[config.mk]
export PLATFORM = sky130hd
export DESIGN_NAME = mrs_top
export DESIGN_NICKNAME = d
export VERILOG_FILES = /design/src/common/mrs_pkg.sv /design/src/rtl/mrs_timer.sv /design/src/rtl/mrs_top.sv
export VERILOG_INCLUDE_DIRS = /design/src /design/src/common
export SDC_FILE = /design/constraint.sdc
export NUM_CORES = 1
export LEC_CHECK = 0
export BUFFER_PORTS_ARGS = -buffer_cell sky130_fd_sc_hd__buf_2
export CAP_MARGIN = 25
export CORE_AREA = 3 3 145 147
export DETAILED_ROUTE_END_ITERATION = 7
export DIE_AREA = 0 0 148 150
export PLACE_DENSITY_LB_ADDON = 0.1
export RECOVER_POWER = 25
export SLEW_MARGIN = 15
export SYNTH_ARGS = -nofsm -noshare
export SYNTH_HDL_FRONTEND = slang
export SYNTH_SLANG_ARGS = --single-unit
export TNS_END_PERCENT = 20
[constraint.sdc]
create_clock -name aclk -period 5.3 [get_ports aclk]
set_input_delay 1.325 -clock aclk [delete_from_list [all_inputs] [get_ports aclk]]
set_output_delay 1.325 -clock aclk [all_outputs]
set_load 0.005 [all_outputs]
[src/common/mrs_consts.svh]
// offsets, field positions, reset values and timing counts of the mode bank
`ifndef MRS_CONSTS_SVH
`define MRS_CONSTS_SVH

// ----------------------------------------------------------------
// register map, byte addresses
// ----------------------------------------------------------------
`define MRS_OFS_MR0      8'h00
`define MRS_OFS_STATUS   8'h1c
`define MRS_OFS_FLAGS    8'h20
`define MRS_OFS_CTRL     8'h24
`define MRS_NUM_MR       7

// ----------------------------------------------------------------
// field positions
// ----------------------------------------------------------------
`define MRS_CTRL_CHECK   0
`define MRS_CTRL_STRICT  1
`define MRS_FLG_IDLE     0
`define MRS_FLG_EARLY    1
`define MRS_FLG_CMD      2
`define MRS_FLG_ODT      3
`define MRS_NUM_FLG      4
`define MRS_RTT_HI       10
`define MRS_RTT_LO       8
`define MRS_GEAR_BIT     3
`define MRS_PDA_BIT      4
`define MRS_MPS_BIT      1
`define MRS_CAL_HI       8
`define MRS_CAL_LO       6
`define MRS_PAR_HI       2
`define MRS_PAR_LO       0
`define MRS_VREF_HI      7
`define MRS_VREF_LO      0

// ----------------------------------------------------------------
// reset values: gear-down half rate (0), every latency mode off
// ----------------------------------------------------------------
`define MRS_MR_RST       14'h0000
`define MRS_CTRL_RST     2'h1
`define MRS_RESP_OK      2'h0
`define MRS_RESP_SLVERR  2'h2

// ----------------------------------------------------------------
// timing, nanoseconds and clock cycles (least times round up)
// ----------------------------------------------------------------
`define MRS_CLK_NS       100
`define MRS_T_MRD_NS     800
`define MRS_T_MOD_NS     2400
`define MRS_T_UPD_NS     4000
`define MRS_CYC(ns)      (((ns) + `MRS_CLK_NS - 1) / `MRS_CLK_NS)

`endif

[src/common/mrs_pkg.sv]
// types shared by the mode register bank
package mrs_pkg;

	// one command slot from the controller, same clock as the bank
	typedef struct packed {
		logic        mrs;   // mode register set registered
		logic        other; // any other command except deselect
		logic [2:0]  sel;   // target mode register
		logic [13:0] addr;  // full address payload
		logic        odt;   // termination pin level
		logic        cke;   // clock enable level
		logic        idle;  // all banks precharged, bursts done
	} mrs_cmd_t;

	// write side of the register slave
	typedef enum logic [0:0] {
		MRS_W_IDLE = 1'b0,
		MRS_W_RESP = 1'b1
	} mrs_wst_t;

endpackage

[src/rtl/mrs_timer.sv]
// down counter that holds a busy level for a loaded number of cycles
`timescale 1ns/1ns
`include "mrs_consts.svh"

module mrs_timer #(
	parameter int W = 8
) (
	// clock and reset
	input  wire logic         aclk,
	input  wire logic         aresetn,
	// control
	input  wire logic         load,
	input  wire logic [W-1:0] load_val,
	// state
	output logic              busy_q
);

	logic [W-1:0] cnt_q; // cycles still to wait

	// ----------------------------------------------------------------
	// counter: a load restarts the window, never extends a stale one
	// ----------------------------------------------------------------
	always_ff @(posedge aclk) begin
		if (!aresetn) begin
			cnt_q  <= '0;
			busy_q <= 1'b0;
		end else if (load) begin
			cnt_q  <= load_val;
			busy_q <= (load_val != '0);
		end else begin
			cnt_q  <= (cnt_q != '0) ? cnt_q - 1'b1 : '0;
			busy_q <= (cnt_q > 1);
		end
	end
endmodule

[src/rtl/mrs_top.sv]
// mode register bank with command spacing checks and an axi4-lite slave
//
// Function
// - seven mode registers, each written by mrs
// - mrs leaves array contents untouched
// - termination off both sides: odt free
// - two mrs commands spaced by tmrd
// - parity, latency, addressability, vref also exempt
// - reset defaults: half rate, modes disabled
//
// The AXI4-Lite register port and the register addresses were left to the implementer.
`timescale 1ns/1ns
`include "mrs_consts.svh"

module mrs_top
	import mrs_pkg::*;
#(
	parameter int TMRD_CYC = `MRS_CYC(`MRS_T_MRD_NS),
	parameter int TMOD_CYC = `MRS_CYC(`MRS_T_MOD_NS),
	parameter int TUPD_CYC = `MRS_CYC(`MRS_T_UPD_NS)
) (
	// clock and reset
	input  wire logic        aclk,
	input  wire logic        aresetn,
	// command slot from the controller
	input  wire mrs_cmd_t    cmd,
	// mode state seen by the rest of the device
	output logic [13:0]      mr_out_q [`MRS_NUM_MR],
	output logic             mrd_busy_q,
	output logic             mod_busy_q,
	// axi4-lite write address
	input  wire logic        awvalid,
	output logic             awready,
	input  wire logic [7:0]  awaddr,
	// axi4-lite write data
	input  wire logic        wvalid,
	output logic             wready,
	input  wire logic [31:0] wdata,
	input  wire logic [3:0]  wstrb,
	// axi4-lite write response
	output logic             bvalid,
	input  wire logic        bready,
	output logic [1:0]       bresp,
	// axi4-lite read
	input  wire logic        arvalid,
	output logic             arready,
	input  wire logic [7:0]  araddr,
	output logic             rvalid,
	input  wire logic        rready,
	output logic [31:0]      rdata,
	output logic [1:0]       rresp
);

	// ----------------------------------------------------------------
	// state
	// ----------------------------------------------------------------
	logic [13:0]              mr_q [`MRS_NUM_MR]; // mode registers
	logic [1:0]               ctrl_q;   // check enable, strict
	logic [`MRS_NUM_FLG-1:0]  flag_q;   // sticky violations
	logic [`MRS_NUM_FLG-1:0]  flag_set; // events this cycle
	logic [`MRS_NUM_FLG-1:0]  flag_clr; // software clear this cycle
	logic                     odt_prev_q; // odt one cycle earlier
	logic                     rtt_on_q; // termination kept off window
	logic                     upd_busy; // long update pending
	logic                     accept;   // mrs taken into a register
	logic                     exc;      // mrs changes exempt fields
	logic                     rtt_new;  // termination on after mrs
	logic                     mrd_blk;  // spacing not yet met
	mrs_wst_t                 wst_q;    // write side state
	logic                     aw_have_q, w_have_q;
	logic [7:0]               awaddr_q;
	logic [31:0]              wdata_q;
	logic [3:0]               wstrb_q;

	// ----------------------------------------------------------------
	// helpers
	// ----------------------------------------------------------------
	// termination is on when its field in register 1 is nonzero
	function automatic logic rtt_any(input logic [13:0] v);
		return v[`MRS_RTT_HI:`MRS_RTT_LO] != 3'h0;
	endfunction

	// register index of a mapped mode register address, else 7
	function automatic logic [2:0] mr_idx(input logic [7:0] a);
		return (a[1:0] == 2'h0 && a < `MRS_OFS_STATUS) ?
			a[4:2] : 3'h7;
	endfunction

	// ----------------------------------------------------------------
	// command decode
	// ----------------------------------------------------------------
	assign mrd_blk = mrd_busy_q | upd_busy;
	// strict mode drops commands that break idle or spacing; the
	// array has no path here, so no command can disturb it
	assign accept = cmd.mrs && cmd.sel < 3'(`MRS_NUM_MR) &&
		!(ctrl_q[`MRS_CTRL_STRICT] &&
		(mrd_blk || !cmd.idle || !cmd.cke));
	assign rtt_new = (cmd.sel == 3'h1) ? rtt_any(cmd.addr)
		: rtt_any(mr_q[1]);

	// settings that change how inputs are sampled need longer
	always_comb begin
		case (cmd.sel)
		3'h3:    exc = (cmd.addr[`MRS_GEAR_BIT] != mr_q[3][`MRS_GEAR_BIT])
			|| (cmd.addr[`MRS_PDA_BIT] != mr_q[3][`MRS_PDA_BIT]);
		3'h4:    exc = cmd.addr[`MRS_CAL_HI:`MRS_CAL_LO] !=
			mr_q[4][`MRS_CAL_HI:`MRS_CAL_LO];
		3'h5:    exc = cmd.addr[`MRS_PAR_HI:`MRS_PAR_LO] !=
			mr_q[5][`MRS_PAR_HI:`MRS_PAR_LO];
		3'h6:    exc = cmd.addr[`MRS_VREF_HI:`MRS_VREF_LO] !=
			mr_q[6][`MRS_VREF_HI:`MRS_VREF_LO];
		default: exc = 1'b0;
		endcase
	end

	// ----------------------------------------------------------------
	// mode registers: whole word replaced, defaults at reset
	// ----------------------------------------------------------------
	always_ff @(posedge aclk) begin
		if (!aresetn) begin
			for (int i = 0; i < `MRS_NUM_MR; i++) begin
				mr_q[i]     <= `MRS_MR_RST;
				mr_out_q[i] <= `MRS_MR_RST;
			end
		end else if (accept) begin
			mr_q[cmd.sel]     <= cmd.addr;
			mr_out_q[cmd.sel] <= cmd.addr;
		end
	end

	// ----------------------------------------------------------------
	// spacing timers
	// ----------------------------------------------------------------
	mrs_timer #(.W(12)) u_mrd (
		.aclk     (aclk),
		.aresetn  (aresetn),
		.load     (accept),
		.load_val (12'(TMRD_CYC - 1)),
		.busy_q   (mrd_busy_q)
	);
	mrs_timer #(.W(12)) u_mod (
		.aclk     (aclk),
		.aresetn  (aresetn),
		.load     (accept),
		.load_val (12'(TMOD_CYC - 1)),
		.busy_q   (mod_busy_q)
	);
	mrs_timer #(.W(12)) u_upd (
		.aclk     (aclk),
		.aresetn  (aresetn),
		.load     (accept && exc),
		.load_val (12'(TUPD_CYC - 1)),
		.busy_q   (upd_busy)
	);

	// ----------------------------------------------------------------
	// termination window: set by an mrs with termination on either
	// side, held until tmod runs out
	// ----------------------------------------------------------------
	always_ff @(posedge aclk) begin
		if (!aresetn) begin
			rtt_on_q   <= 1'b0;
			odt_prev_q <= 1'b0;
		end else begin
			odt_prev_q <= cmd.odt;
			if (accept)
				rtt_on_q <= rtt_any(mr_q[1]) || rtt_new;
			else if (!mod_busy_q)
				rtt_on_q <= 1'b0;
		end
	end

	// ----------------------------------------------------------------
	// violation events; only the controller can break these
	// ----------------------------------------------------------------
	always_comb begin
		flag_set = '0;
		if (ctrl_q[`MRS_CTRL_CHECK]) begin
			flag_set[`MRS_FLG_IDLE]  = cmd.mrs &&
				(!cmd.idle || !cmd.cke);
			flag_set[`MRS_FLG_EARLY] = cmd.mrs && mrd_blk;
			flag_set[`MRS_FLG_CMD]   = cmd.other && mod_busy_q;
			flag_set[`MRS_FLG_ODT]   = (accept &&
				(rtt_any(mr_q[1]) || rtt_new) &&
				(cmd.odt || odt_prev_q)) ||
				(rtt_on_q && mod_busy_q && cmd.odt);
		end
	end

	// ----------------------------------------------------------------
	// sticky flags: a set in the clearing cycle survives
	// ----------------------------------------------------------------
	assign flag_clr = (wst_q == MRS_W_IDLE && aw_have_q && w_have_q &&
		awaddr_q == `MRS_OFS_FLAGS && wstrb_q[0]) ?
		wdata_q[`MRS_NUM_FLG-1:0] : '0;

	always_ff @(posedge aclk) begin
		if (!aresetn)
			flag_q <= '0;
		else
			flag_q <= (flag_q & ~flag_clr) | flag_set;
	end

	// ----------------------------------------------------------------
	// write side: address and data taken in either order
	// ----------------------------------------------------------------
	always_ff @(posedge aclk) begin
		if (!aresetn) begin
			wst_q     <= MRS_W_IDLE;
			aw_have_q <= 1'b0;
			w_have_q  <= 1'b0;
			awaddr_q  <= 8'h00;
			wdata_q   <= 32'h0000_0000;
			wstrb_q   <= 4'h0;
			awready   <= 1'b1;
			wready    <= 1'b1;
			bvalid    <= 1'b0;
			bresp     <= `MRS_RESP_OK;
			ctrl_q    <= `MRS_CTRL_RST;
		end else begin
			case (wst_q)
			MRS_W_IDLE: begin
				if (awvalid && awready) begin
					awaddr_q  <= awaddr;
					aw_have_q <= 1'b1;
					awready   <= 1'b0;
				end
				if (wvalid && wready) begin
					wdata_q  <= wdata;
					wstrb_q  <= wstrb;
					w_have_q <= 1'b1;
					wready   <= 1'b0;
				end
				if (aw_have_q && w_have_q) begin
					// mode registers are for the command bus only
					if (awaddr_q == `MRS_OFS_CTRL) begin
						if (wstrb_q[0])
							ctrl_q <= wdata_q[1:0];
						bresp <= `MRS_RESP_OK;
					end else if (awaddr_q == `MRS_OFS_FLAGS)
						bresp <= `MRS_RESP_OK;
					else
						bresp <= `MRS_RESP_SLVERR;
					bvalid    <= 1'b1;
					aw_have_q <= 1'b0;
					w_have_q  <= 1'b0;
					wst_q     <= MRS_W_RESP;
				end
			end
			MRS_W_RESP: begin
				if (bready) begin
					bvalid  <= 1'b0;
					awready <= 1'b1;
					wready  <= 1'b1;
					wst_q   <= MRS_W_IDLE;
				end
			end
			default: wst_q <= MRS_W_IDLE;
			endcase
		end
	end

	// ----------------------------------------------------------------
	// read side: one cycle from address to data
	// ----------------------------------------------------------------
	always_ff @(posedge aclk) begin
		if (!aresetn) begin
			arready <= 1'b1;
			rvalid  <= 1'b0;
			rdata   <= 32'h0000_0000;
			rresp   <= `MRS_RESP_OK;
		end else if (arvalid && arready) begin
			arready <= 1'b0;
			rvalid  <= 1'b1;
			rresp   <= `MRS_RESP_OK;
			rdata   <= 32'h0000_0000;
			if (mr_idx(araddr) != 3'h7)
				rdata <= {18'h00000, mr_q[mr_idx(araddr)]};
			else if (araddr == `MRS_OFS_STATUS)
				rdata <= {29'h0, rtt_on_q, mod_busy_q, mrd_blk};
			else if (araddr == `MRS_OFS_FLAGS)
				rdata <= {28'h0, flag_q};
			else if (araddr == `MRS_OFS_CTRL)
				rdata <= {30'h0, ctrl_q};
			else
				rresp <= `MRS_RESP_SLVERR;
		end else if (rvalid && rready) begin
			rvalid  <= 1'b0;
			arready <= 1'b1;
		end
	end

	// cycles since the last accepted mrs, saturating; kept apart from
	// the spacing timer so a broken timer cannot hide behind itself
	logic [11:0] gap_q;
	always_ff @(posedge aclk) begin
		if (!aresetn)
			gap_q <= '1;
		else if (accept)
			gap_q <= 12'h000;
		else if (gap_q != '1)
			gap_q <= gap_q + 12'h001;
	end
endmodule

==> results of run 1 <==
==> where the power goes <==
| part | internal, uW | switching [uW] |
|---|---|---|
| Sequential | 2360 | 115 |
| Combinational | 319 | 442 |
| Clock | 1160 | 810 |
| Total | 3840 | 1370 |
==> layer usage <==
metal	global-route usage, %	up-vias	share of wire [%]
met3	6.09	33	7.9
met5	0	-	0.044
met1	36.1	4150	45
met2	41.6	290	46
met4	5.87	2	1.6
li1	-	4212	-
==> cells in the final DEF (no fill, tap or decap), types with 5 or more instances in the layout <==
cell / netlist / layout
nand2b_1: 8 / 8
mux2_1: 7 / 7
xor2_1: 6 / 6
a21oi_1: 77 / 77
conb_1: 1 / 20
buf_4: 24 / 7
mux2_2: 5 / 5
a32o_1: 12 / 12
clkbuf_16: 0 / 32
nand2_1: 115 / 115
ha_1: 8 / 8
o21ai_1: 18 / 17
nor2b_1: 6 / 6
nor3_1: 9 / 9
dfxtp_1: 196 / 196
nand3_1: 13 / 13
edfxtp_1: 84 / 84
clkbuf_1: 60 / 37
and3_1: 35 / 35
nor4_1: 10 / 9
inv_1: 14 / 14
mux2i_1: 108 / 108
xnor2_1: 38 / 38
nor2_1: 123 / 123
o211ai_1: 14 / 14
clkbuf_8: 0 / 5
and2_1: 60 / 60
o21ai_0: 19 / 20
buf_2: 14 / 141
==> path summary, 6_finish.rpt <==
| path | end | slack (ns) | depth (start not counted) |
|---|---|---|---|
| max | mr_q[3][10] | 1.23 | 3 |
| min reg2reg | mr_out_q[5] | 0.45 | 2 |
| min | mr_out_q[5] | 0.45 | 2 |
| max reg2reg | mr_q[3][6] | 2.16 | 5 |
==> state kept, by name (all words and copies together), names as in the netlist, 2 cells and up <==
signal / flops
wdata_q: 4
u_mrd.cnt_q: 12
flag_q: 4
ctrl_q: 2
rdata: 14
u_upd.cnt_q: 12
mr_q: 98
awaddr_q: 8
mr_out_q: 98
u_mod.cnt_q: 12
==> worst max-delay path: stages <==
cell,delay (ns)
buf_2,0.17
clkbuf_1,1.50
nand2_1,1.05
==> layout make-up <==
cell class | count | area [um2] | area share (%)
repair buffers | 179 | 875 | 6.46
multi-input cells | 772 | 4870 | 36.0
clock buffers | 44 | 896 | 6.62
well taps | 270 | 338 | 2.50
flip-flops and latches | 280 | 6450 | 47.6
clock inverters | 9 | 46.3 | 0.342
inverters | 16 | 62.6 | 0.462
==> through the flow <==
step	total power (uW)	instance area (um2)	instances	setup slack (ns)	hold slack (ns)
global placement	3260	12600	1517	1.52	0.440
floorplan	3100	11900	1172	2.17	0.436
global route	5430	13500	1570	1.03	0.468
finish	5210	13500	1570	1.23	0.453
detailed placement	3280	12600	1517	1.55	0.444
CTS	5240	13600	1570	2.10	0.452
==> cells by family after synthesis <==
kind of cell | Yosys count | synth area share [%]
compound gates | 165 | 8.66
other cells | 1 | 0.0317
xor+xnor | 44 | 3.26
buf+inv | 120 | 4.79
mux | 122 | 10.7
flops | 280 | 54.6
simple gates | 413 | 17.2
fa+ha+maj | 8 | 0.847
==> impl_metrics.tcl, run 1 <==
set metrics [dict create \
    powerDensity_nw_per_um2 385 \
    syn_inst 1153 \
    finalSetupViolations 0 \
    synth_most_common_cell "dfxtp_1" \
    crit_path_end_kind "flop" \
    clk_pin_slew_ns 0.06 \
    hold_start "mr_out_q[5]" \
    clk_latency_ns 0.53 \
    clock_path_buffers 3 \
    finalHoldViolations 0 \
    gr-total-overflow 0 \
    crit_type "in2reg" \
    netlist_top_cells_count "196 x dfxtp_1, 123 x nor2_1, 115 x nand2_1" \
    yosysWarnings 0 \
    row_count 52 \
    avgRoutedWirePerCell_um 18.8 \
    r2r_start "u_mrd.busy_q" \
    start_util_pct 58.9 \
    vdd_drop_max_mv 0.227 \
    fmax_mhz 246 \
    via_per_inst 5.53 \
    synth_top_area_cell "dfxtp_1" \
    drc_errors 0 \
    cts_htree_levels 1 \
    seq_area_frac_synth_pct 54.6 \
    cp_max_fo 49 \
    first_pass_iters 5 \
    place_congestion 0.860 \
    finalCriticalPeriod_ns 4.07 \
    finalCritPeriodShare_pct 76.7 \
    worstPathRequired_ns 5.32 \
    hp-class "reg2reg" \
    die_w_um 148 \
    synth_seq_cells 280 \
    cp.arrival_ns 4.08 \
    cts_sinks 280 \
    io_pins 222 \
    status "finished with violations" \
    synth_top_area_share_pct 33.2 \
    leakage_uw 0.00569 \
    cts_tree "yes" \
    core_area_um2 20000 \
    slew_headroom_pct -38.3 \
    rsz0062_at_grt "false" \
    syn_avg_cell_area_um2 10.2 \
    clk_root_buffer_cell "clkbuf_16" \
    ys.flop_type "dfxtp_1" \
    area_growth_pct 14.6 \
    fillers 1615 \
    grt_pass1_vias 8236 \
    grt_max_degree 92 \
    drt_iter0_drc 489 \
    wirelength_um 29500 \
    tightest_slew_ns 2.07 \
    grt.total_usage_pct 25.9 \
    violations "capacitance limit, slew limit" \
    ctsHoldBuffers 0 \
    nets 1367 \
    slew_viol_final 50 \
    vias 8687 \
    dp_hpwl_um 19400 \
    antenna_left 0 \
    cts.repair.resized 0 \
    grt_antenna_before_repair 1 \
    synth_area_leaders "dfxtp_1 33%, edfxtp_1 21%, mux2i_1 9.2%" \
    syn_area_um2 11800 \
    numPortBuffers 170 \
    cp-startpoint "aresetn" \
    fp.dieH_um 150 \
    startpoint_type "input port" \
    fin_setup_tns_ns 0 \
    diodes 0 \
    cts_setup_buffers 0 \
    drive_gt1_share_pct 16.2 \
    cap_violations 1 \
    async_flop_share_pct 0 \
    grt_pass1_wl_um 45500 \
    cts_buffers 29 \
    skew_ns 0.00637 \
    dieArea_um2 22200 \
    synth.distinct_cells 67 \
    synth_edf_count 84 \
    fin_util_pct 67.6 \
]
(Power assumes the default switching activity.)
==> run 2: changes to the inputs <==
- CORE_AREA: 3 3 145 147 -> 3 3 151 153
- DIE_AREA: 0 0 148 150 -> 0 0 154 156
- clock period: 5.3 -> 3.75 ns (I/O delays scaled with it)
==> run 2 against run 1 <==
Effect of this change: the run now ends clean; cell area increased by 0.97%; non-clock buffer count rose by 18; via count is 0.32% higher; critical path depth up 4; largest cell class unchanged; highest routed layer is now met4.
==> impl_metrics.tcl, run 2 (synthesized netlist as in run 1, its figures left out) <==
set metrics [dict create \
    startpoint_type "input port" \
    nets 1385 \
    row_count 54 \
    crit_chain "clkbuf_1, inv_1, o221a_1, nand2_1, nor2_1, buf_4, and2_1" \
    cts.repair.resized 0 \
    cp.arrival_ns 3.21 \
    placed_area_um2 12800 \
    vdd_drop_max_mv 0.341 \
    numPortBuffers 170 \
    start_util_pct 54.5 \
    pre_cts_ws_ns 0.853 \
    worstPathRequired_ns 4.16 \
    cts_setup_buffers 0 \
    place_congestion 0.802 \
    grt_antenna_before_repair 1 \
    cp_max_fo 23 \
    fin_setup_tns_ns 0 \
    finalCritPeriodShare_pct 74.5 \
    finalSetupViolations 0 \
    rsz0062_at_grt "false" \
    dieArea_um2 24000 \
    skew_ns 0.0104 \
    cpLargestDelayFamily "compound AO/OA/AOI/OAI gates" \
    status "finished clean" \
    cts_htree_levels 1 \
    crit_path_end_kind "flop" \
    clk_latency_ns 0.55 \
    final-seq-area_um2 6450 \
    grt_pass1_wl_um 47100 \
    via_per_inst 5.45 \
    multi_input_area_um2 4870 \
    grt_max_degree 60 \
    mostFrequentLayoutCells "196 x dfxtp_1, 164 x buf_2, 123 x nor2_1, 115 x nand2_1, 108 x mux2i_1" \
    layout_commonest_cell "dfxtp_1" \
    grt.total_usage_pct 24.5 \
    drt_iter0_drc 571 \
    avgRoutedWirePerCell_um 18.7 \
    cts_buffers 29 \
    dp.cells 1544 \
    finalCriticalPeriod_ns 2.79 \
    slowest_stage "o221a_1" \
    gr-total-overflow 0 \
    max_stage_delay_ns 0.81 \
    grt_pass1_vias 8461 \
    fin_area_um2 13700 \
    clk_root_buffer_cell "clkbuf_16" \
    first_pass_iters 5 \
    cts_sinks 280 \
    hp-class "reg2reg" \
    die_w_um 154 \
    holdWs_ns 0.450 \
    fillers 1855 \
    clock_path_buffers 3 \
    cap_violations 0 \
    leakage_uw 0.00586 \
    io_pins 222 \
    slew_viol_final 0 \
    area_growth_pct 15.7 \
    vias 8715 \
    finalHoldViolations 0 \
    antenna_left 0 \
    tightest_slew_ns 1.19 \
    crit_buf_inv 3 \
    ctsHoldBuffers 0 \
    cts_tree "yes" \
    reg_top3 "mr_out_q (98), mr_q (98), rdata (14)" \
    powerDensity_nw_per_um2 538 \
    dp_hpwl_um 20200 \
    slew_headroom_pct 20.4 \
    core_area_um2 21700 \
    clk_pin_slew_ns 0.06 \
    drc_errors 0 \
    layout_setup_ws_ns 0.956 \
    diodes 0 \
    wirelength_um 30000 \
    final_cells 1599 \
    crit_type "in2reg" \
    fmax_mhz 358 \
    drive_gt1_share_pct 19.1 \
    fp.dieH_um 156 \
]
## run 2: final cells by class
cell class,count,share of cell area [%]
clock inverters,16,0.979
flip-flops and latches,280,47.2
repair buffers,197,7.56
clock buffers,38,5.63
multi-input cells,772,35.6
inverters,16,0.458
well taps,280,2.56
## run 2: per-stage QoR
step                      power (uW)  util (%)
after floorplan                 4380         -
after global placement          4620      58.9
after detailed placement        4650      58.9
after CTS                       7390      63.1
after global routing            7670      63.0
final                           7350      63.0
## run 2: per-layer routing
| metal | vias up | global-route usage, % | wire (um) |
|---|---|---|---|
| li1 | 4244 | - | - |
| met1 | 4127 | 34.9 | 13500 |
| met2 | 304 | 38.5 | 13500 |
| met3 | 40 | 4.99 | 2400 |
| met4 | 0 | 6.43 | 575 |
| met5 | - | 0 | 0 |
## run 2: final timing paths
kind / startpoint / to / slack (ns) / cells after the start
max: cmd[17] / mr_q[3][13] / 0.96 / 7
max reg2reg: u_mrd.busy_q / mr_q[3][13] / 1.14 / 6
min reg2reg: mr_out_q[5] / mr_out_q[5] / 0.45 / 2
min: mr_out_q[5] / mr_out_q[5] / 0.45 / 2
## run 2: where the power goes
part | internal [uW] | switching (uW) | total, uW | leakage [uW]
registers | 3330 | 161 | 3490 | 0.00247
logic | 462 | 629 | 1090 | 0.00294
clock network | 1580 | 1180 | 2770 | 0.000449
total | 5380 | 1970 | 7350 | 0.00586
## run 2: worst reg2reg max path, stage by stage, from the launching register on
cell	delay [ns]
dfxtp_1	0.37
and4bb_1	0.32
o221a_1	0.80
nand2_1	0.40
nor2_1	0.20
buf_4	0.22
and2_1	0.15
